**config.mk**
```make
export PLATFORM = sky130hd
export DESIGN_NAME = rps_position_source
export DESIGN_NICKNAME = d
export VERILOG_FILES = /design/src/core/_unused_placeholder_do_not_compile.sv /design/src/core/rps_pkg.sv /design/src/core/rps_speed_monitor.sv /design/src/core/rps_position_source.sv
export SDC_FILE = /design/constraint.sdc
export NUM_CORES = 1
export LEC_CHECK = 0
export BUFFER_PORTS_ARGS = -buffer_cell sky130_fd_sc_hd__buf_2
export CAP_MARGIN = 20
export CORE_ASPECT_RATIO = 0.6
export CORE_MARGIN = 1
export CORE_UTILIZATION = 30
export DETAILED_ROUTE_END_ITERATION = 16
export REMOVE_ABC_BUFFERS = 1
export SYNTH_ARGS = -nofsm -noshare
export SYNTH_HDL_FRONTEND = slang
export SYNTH_HIERARCHICAL = 1
export SYNTH_SLANG_ARGS = --single-unit
```
**constraint.sdc**
```tcl
create_clock -name clk_sys -period 8.55 [get_ports clk_sys]
set_input_delay 0.855 -clock clk_sys [delete_from_list [all_inputs] [get_ports clk_sys]]
set_output_delay 0.855 -clock clk_sys [all_outputs]
set_load 0.03 [all_outputs]
```
**src/core/_unused_placeholder_do_not_compile.sv**
```systemverilog
// Intentionally empty.

```
**src/core/rps_pkg.sv**
```systemverilog
// Constants, types and helper functions for the resolver position source.
// Assumes one 200 MHz clock and a resolver-to-digital front end that delivers
// a 16-bit shaft angle synchronous to that clock.
//
// Summary of operation
// - Green indicator lit at power-up, stays lit unless a host initialization is rejected.
// - Red indicator lit at power-up, clears once initialized and no fault exists.
// - Red indicator stays lit on missing resolver or unsuitable resolution for speed.
// - Host selects 10, 12, 14 or 16 bits; position reported at that resolution.
// - Maximum shaft speed per mode is 14400, 3600, 900 or 225.
// - Speed above the mode maximum raises a fault; position may then be wrong.
package rps_pkg;

    localparam int ANGLE_W = 16;
    localparam logic [4:0] ANGLE_BITS = 5'h10;

    typedef enum logic [1:0] {
        RES_10 = 2'h0,
        RES_12 = 2'h1,
        RES_14 = 2'h2,
        RES_16 = 2'h3
    } rps_res_t;

    // Gray path: power-up -> running; a rejected init sits one code further on
    typedef enum logic [1:0] {
        ST_POWERUP = 2'h0,
        ST_RUN = 2'h1,
        ST_BADINIT = 2'h3
    } rps_state_t;

    localparam logic [4:0] RES_BITS_10 = 5'h0a;
    localparam logic [4:0] RES_BITS_12 = 5'h0c;
    localparam logic [4:0] RES_BITS_14 = 5'h0e;
    localparam logic [4:0] RES_BITS_16 = 5'h10;

    localparam int MAX_SPEED_10 = 32'h0000_3840;
    localparam int MAX_SPEED_12 = 32'h0000_0e10;
    localparam int MAX_SPEED_14 = 32'h0000_0384;
    localparam int MAX_SPEED_16 = 32'h0000_00e1;

    // The speed unit is taken as revolutions per minute
    localparam longint SPEED_UNIT_NS = 64'h0000_000d_f847_5800;
    localparam longint CLK_PERIOD_NS = 64'h0000_0000_0000_0005;
    localparam longint WINDOW_NS = 64'h0000_0000_000f_4240;
    localparam int WINDOW_CYCLES = int'(WINDOW_NS / CLK_PERIOD_NS);
    localparam longint REV_COUNTS = 64'h0000_0000_0001_0000;

    localparam logic [15:0] POS_RESET = 16'h0000;
    localparam logic [15:0] ANGLE_RESET = 16'h0000;
    localparam rps_res_t RES_RESET = RES_16;

    function automatic logic [4:0] res_bits(rps_res_t m);
        unique case (m)
            RES_10: return RES_BITS_10;
            RES_12: return RES_BITS_12;
            RES_14: return RES_BITS_14;
            RES_16: return RES_BITS_16;
        endcase
    endfunction

    function automatic int max_speed(rps_res_t m);
        unique case (m)
            RES_10: return MAX_SPEED_10;
            RES_12: return MAX_SPEED_12;
            RES_14: return MAX_SPEED_14;
            RES_16: return MAX_SPEED_16;
        endcase
    endfunction

    // Largest raw 16-bit angle change allowed in one measurement window
    function automatic logic [31:0] speed_limit(rps_res_t m, longint cycles);
        longint prod;
        prod = longint'(max_speed(m)) * REV_COUNTS * cycles * CLK_PERIOD_NS / SPEED_UNIT_NS;
        return prod[31:0];
    endfunction

    // Drop low angle bits so the count wraps at the selected counts per turn
    function automatic logic [15:0] scale_angle(logic [15:0] a, rps_res_t m);
        return a >> (ANGLE_BITS - res_bits(m));
    endfunction

endpackage

```
**src/core/rps_speed_monitor.sv**
```systemverilog
// Shaft speed monitor: compares angle travel per window with the mode limit.
// Assumes the shaft turns less than half a revolution per window, else the
// wrapped difference aliases and real overspeed can go unseen.
`timescale 1ns/1ps
module rps_speed_monitor #(
    parameter int WINDOW_CYCLES = rps_pkg::WINDOW_CYCLES
) (
    // Clock and reset
    input wire logic clk_sys,
    input wire logic reset_n,
    // Angle and mode
    input wire logic [15:0] angleRaw,
    input wire rps_pkg::rps_res_t resMode,
    // Result
    output logic overspeed
);
    logic [31:0] windowCount;
    logic [15:0] prevAngle;
    logic primed;
    wire windowEnd = (windowCount == 32'(WINDOW_CYCLES - 1));
    wire [15:0] delta = angleRaw - prevAngle;
    wire [15:0] magnitude = delta[15] ? 16'(-delta) : delta;
    wire [31:0] limit = rps_pkg::speed_limit(resMode, longint'(WINDOW_CYCLES));
    wire next_overspeed = primed && ({16'h0000, magnitude} > limit);

    always_ff @(posedge clk_sys) begin
        if (!reset_n) begin
            windowCount <= 32'h0000_0000;
            prevAngle <= rps_pkg::ANGLE_RESET;
            primed <= 1'b0;
            overspeed <= 1'b0;
        end else begin
            windowCount <= windowEnd ? 32'h0000_0000 : windowCount + 32'h0000_0001;
            if (windowEnd) begin
                prevAngle <= angleRaw;
                primed <= 1'b1;
                overspeed <= next_overspeed;
            end
        end
    end
endmodule

```
**src/core/rps_position_source.sv**
```systemverilog
// Resolver position source top: host initialization, resolution select,
// scaled position output and the two status indicators.
// Assumes host strobes and resolver signals are synchronous to clk_sys.
`timescale 1ns/1ps
module rps_position_source #(
    parameter int WINDOW_CYCLES = rps_pkg::WINDOW_CYCLES
) (
    // Clock and reset
    input wire logic clk_sys,
    input wire logic reset_n,
    // Host controller
    input wire logic hostInitDone,
    input wire logic hostInitGood,
    input wire logic [1:0] hostResMode,
    output logic [15:0] position,
    output logic positionValid,
    // Resolver
    input wire logic [15:0] angleRaw,
    input wire logic resolverConnected,
    // Indicators
    output logic initIndicator,
    output logic fault_indicator,
    output logic overspeedFault
);
    rps_pkg::rps_state_t state;
    rps_pkg::rps_state_t next_state;
    rps_pkg::rps_res_t resMode;
    logic overspeed;

    wire initAccept = hostInitDone && hostInitGood;
    wire initReject = hostInitDone && !hostInitGood;
    wire rps_pkg::rps_res_t hostMode = rps_pkg::rps_res_t'(hostResMode);
    wire rps_pkg::rps_res_t next_resMode = hostInitDone ? hostMode : resMode;
    wire [15:0] next_position = rps_pkg::scale_angle(angleRaw, resMode);
    wire next_initIndicator = (next_state != rps_pkg::ST_BADINIT);
    // A fresh mode may need a window before overspeed reflects it; the
    // previous verdict is used meanwhile rather than hiding a fault.
    wire next_fault = (next_state != rps_pkg::ST_RUN) || !resolverConnected || overspeed;

    always_comb begin
        next_state = state;
        if (initAccept) begin
            next_state = rps_pkg::ST_RUN;
        end else if (initReject) begin
            next_state = rps_pkg::ST_BADINIT;
        end
    end

    always_ff @(posedge clk_sys) begin
        if (!reset_n) begin
            state <= rps_pkg::ST_POWERUP;
            resMode <= rps_pkg::RES_RESET;
        end else begin
            state <= next_state;
            resMode <= next_resMode;
        end
    end

    always_ff @(posedge clk_sys) begin
        if (!reset_n) begin
            initIndicator <= 1'b1;
            fault_indicator <= 1'b1;
            overspeedFault <= 1'b0;
        end else begin
            initIndicator <= next_initIndicator;
            fault_indicator <= next_fault;
            overspeedFault <= overspeed;
        end
    end

    // Position keeps tracking even in overspeed; it is flagged, not frozen
    always_ff @(posedge clk_sys) begin
        if (!reset_n) begin
            position <= rps_pkg::POS_RESET;
            positionValid <= 1'b0;
        end else begin
            position <= next_position;
            positionValid <= (state == rps_pkg::ST_RUN);
        end
    end

    rps_speed_monitor #(
        .WINDOW_CYCLES(WINDOW_CYCLES)
    ) speedMonitor (
        .clk_sys(clk_sys),
        .reset_n(reset_n),
        .angleRaw(angleRaw),
        .resMode(resMode),
        .overspeed(overspeed)
    );
endmodule

```
==> flow_summary.yaml <==
synth:
  ys.flop_type: "dfxtp_1"
  synthDistinctLibCells: 78
  synth_area_leader_cell: "dfxtp_1"
  yosysTopAreaCellShare_pct: 20.2
  syn_area_per_cell_um2: 8.01
  synth_edf_count: 0
  yosysMostFrequentCell: "ha_1"
  ys_seq_area_share_pct: 20.2
  synthTopCellsByCount: "97 x ha_1, 87 x nor2_1, 74 x dfxtp_1, 67 x nand2_1, 60 x inv_1"
  syn-cell-area_um2: 7340
  yosysWarnings: 6
  ys_async_sr_fraction_pct: 0
  synthCells: 917
  synth.area.top_cells: "dfxtp_1 20%, ha_1 17%, xnor2_1 5.1%, nor2_1 4.4%, xor2_1 3.9%"
  ys_ff_latch: 74
die:
  core_um2: 23600
  start_util_pct: 31.2
  die_h_um: 123
  ioPinCount: 43
  fp-row-count: 43
  die_width_um: 204
  dieArea_um2: 25100
clock_tree:
  htree_levels: 3
  tritoncts: "done"
  clockBufferDepth: 2
  clkSlewWorstSetupHoldPaths_ps: 60
  worstSkewPairLatency_ps: 340
  clockRootBuffer: "clkbuf_16"
  hold_buffers: 0
  cts_sinks: 74
  numCtsBuffers: 9
min_path:
  min_to: "speedMonitor/windowCount[0]$_SDFF_PP0_"
  hold_start: "speedMonitor/windowCount[0]$_SDFF_PP0_"
  holdPathStages: 1
  min_path_type: "reg2reg"
worst_setup_path:
  slowest_delay_ps: 570
  slowest_stage: "or4b_4"
  start_kind: "flop"
  worstSetupPathType: "reg2reg"
  r2r_cells: 44
  cp-startpoint: "resMode[1]$_SDFFE_PN1P_"
  path_buf_inv: 6
  r2r_slack_ps: 250
  rr_startpoint: "resMode[1]$_SDFFE_PN1P_"
  rr_endpoint: "speedMonitor/overspeed$_SDFFE_PN0P_"
  endpoint_kind: "flop"
  worst_path_dominant_cell_family: "compound AO/OA/AOI/OAI gates"
  worstPathRequired_ps: 8820
  cp.arrival_ps: 8570
  path_max_fanout: 5
routing:
  wirelength_um: 23200
  initialDrtViolationCount: 762
  wl_per_cell_um: 17.2
  drc_errors: 0
  dr_total_vias: 7099
  drtPass1Iterations: 6
  ant_nets: 0
  vias_per_cell: 5.26
timing:
  setup_tns_ps: 0
  period_share_pct: 97.1
  rsz0062_at_grt: "true"
  hold_viol_final: 0
  fin_skew_ps: 10.5
  fmax_ghz: 0.120
  report.final.slew_viol_count: 0
  timing.final.crit_period_ps: 8300
  maxSlewHeadroom_pct: 39.3
  finalSetupViolCount: 0
  tightestPinTransition_ps: 902
grt:
  gr-total-overflow: 0
  grt_pass1_wl_um: 35600
  track_usage_pct: 18.3
  antenna_found_initial: 0
  grt_max_degree: 43
  grt_pass1_vias: 6417
cells_and_area:
  multi_input_area_um2: 5750
  final_cells: 1350
  final_nets: 1152
  drive_above_1_share_pct: 21.9
  n_antenna_cell: 0
  area.growth.synth_to_final_pct: 24.4
  nFillCells: 2402
  regArea_um2: 1490
job:
  cap_violations: 0
place:
  hpwlAfterDp_um: 18200
  gp_congestion: 0.964
  place_inst: 1325
  numPortBuffers: 42
run_status:
  status: "completed"
pwr:
  power.density_nw_per_um2: 142
  leakagePower_uw: 0.00382
  ir_drop_v: 0.000104
==> cell families after synthesis <==
kind of cell | count (synthesis) | synth area share, %
and+or+nand+nor | 341 | 23.6
other | 1 | 0.0511
muxes | 34 | 6.42
buffers and inverters | 97 | 5.47
xor gates and xnor gates | 76 | 9.06
AOI/OAI and AO/OA | 195 | 18.2
DFF | 74 | 20.2
adders and majority gates | 99 | 17.1
==> registers in the layout, summed over array words and instances, names as in the netlist <==
register and count:
fault_indicator 1, initIndicator 1, overspeedFault 1, position 16, positionValid 1, resMode 2
speedMonitor/overspeed 1, speedMonitor/prevAngle 16, speedMonitor/primed 1, speedMonitor/windowCount 32, state 2
==> timing repair <==
item	CTS	global route
setup buffers	2	7
gates cloned	0	0
resized for setup	14	48
setup endpoints to repair	1	1
pin swaps	16	47
==> layer usage <==
layer | wire (µm) | vias to the layer above | GRT usage [%]
met2 | 8280 | 297 | 22.2
met1 | 12300 | 3291 | 29.0
met3 | 2520 | 14 | 7.35
met5 | 0 | - | 0
met4 | 119 | 0 | 2.75
li1 | - | 3497 | -
==> how the worst max path moves through the flow <==
stage | depth (start not counted) | endpoint
CTS | 44 | speedMonitor/overspeed$_SDFFE_PN0P_
finish | 44 | speedMonitor/overspeed$_SDFFE_PN0P_
detailed placement | 43 | speedMonitor/overspeed$_SDFFE_PN0P_
global placement | 44 | speedMonitor/overspeed$_SDFFE_PN0P_
global route | 45 | speedMonitor/overspeed$_SDFFE_PN0P_
floorplan | 42 | speedMonitor/overspeed$_SDFFE_PN0P_
==> through the flow <==
step	util (%)	total power (µW)	setup slack [ps]	area [µm²]	hold WS [ps]
after floorplan	-	666	-235	7180	426
after global placement	35.8	824	-49.4	8430	443
after detailed placement	35.8	825	-170	8430	453
after CTS	37.5	1270	10.8	8840	468
after global routing	38.8	1380	-114	9140	484
final	38.8	1300	249	9140	461
==> layout by cell type, fill, tap and decap left out, types with 22 or more instances in the layout <==
| master | n |
|---|---|
| buf_4 | 90 |
| mux2i_1 | 22 |
| buf_2 | 42 |
| nor2_1 | 87 |
| nand3_1 | 35 |
| inv_1 | 56 |
| a21oi_1 | 33 |
| nor2b_1 | 26 |
| xor2_1 | 32 |
| o21ai_0 | 38 |
| dfxtp_1 | 72 |
| nand2_1 | 66 |
| ha_1 | 85 |
| xnor2_1 | 42 |
==> layout make-up <==
cell class                 count  area share [%]
clock buffer                  10            2.62
clock inverter                 6            1.07
inverter                      63            2.67
multi-input combinational    746            62.9
sequential                    74            16.3
tap                          315            4.31
timing repair buffer         136            10.2
==> power by group <==
part / internal [µW] / switching (µW) / total, µW / leakage (µW)
registers: 356 / 4.84 / 361 / 0.000602
clock network: 268 / 158 / 425 / 0.000165
logic: 222 / 294 / 516 / 0.00305
total: 846 / 456 / 1300 / 0.00382
No activity file was read; power rests on OpenSTA's default activity.
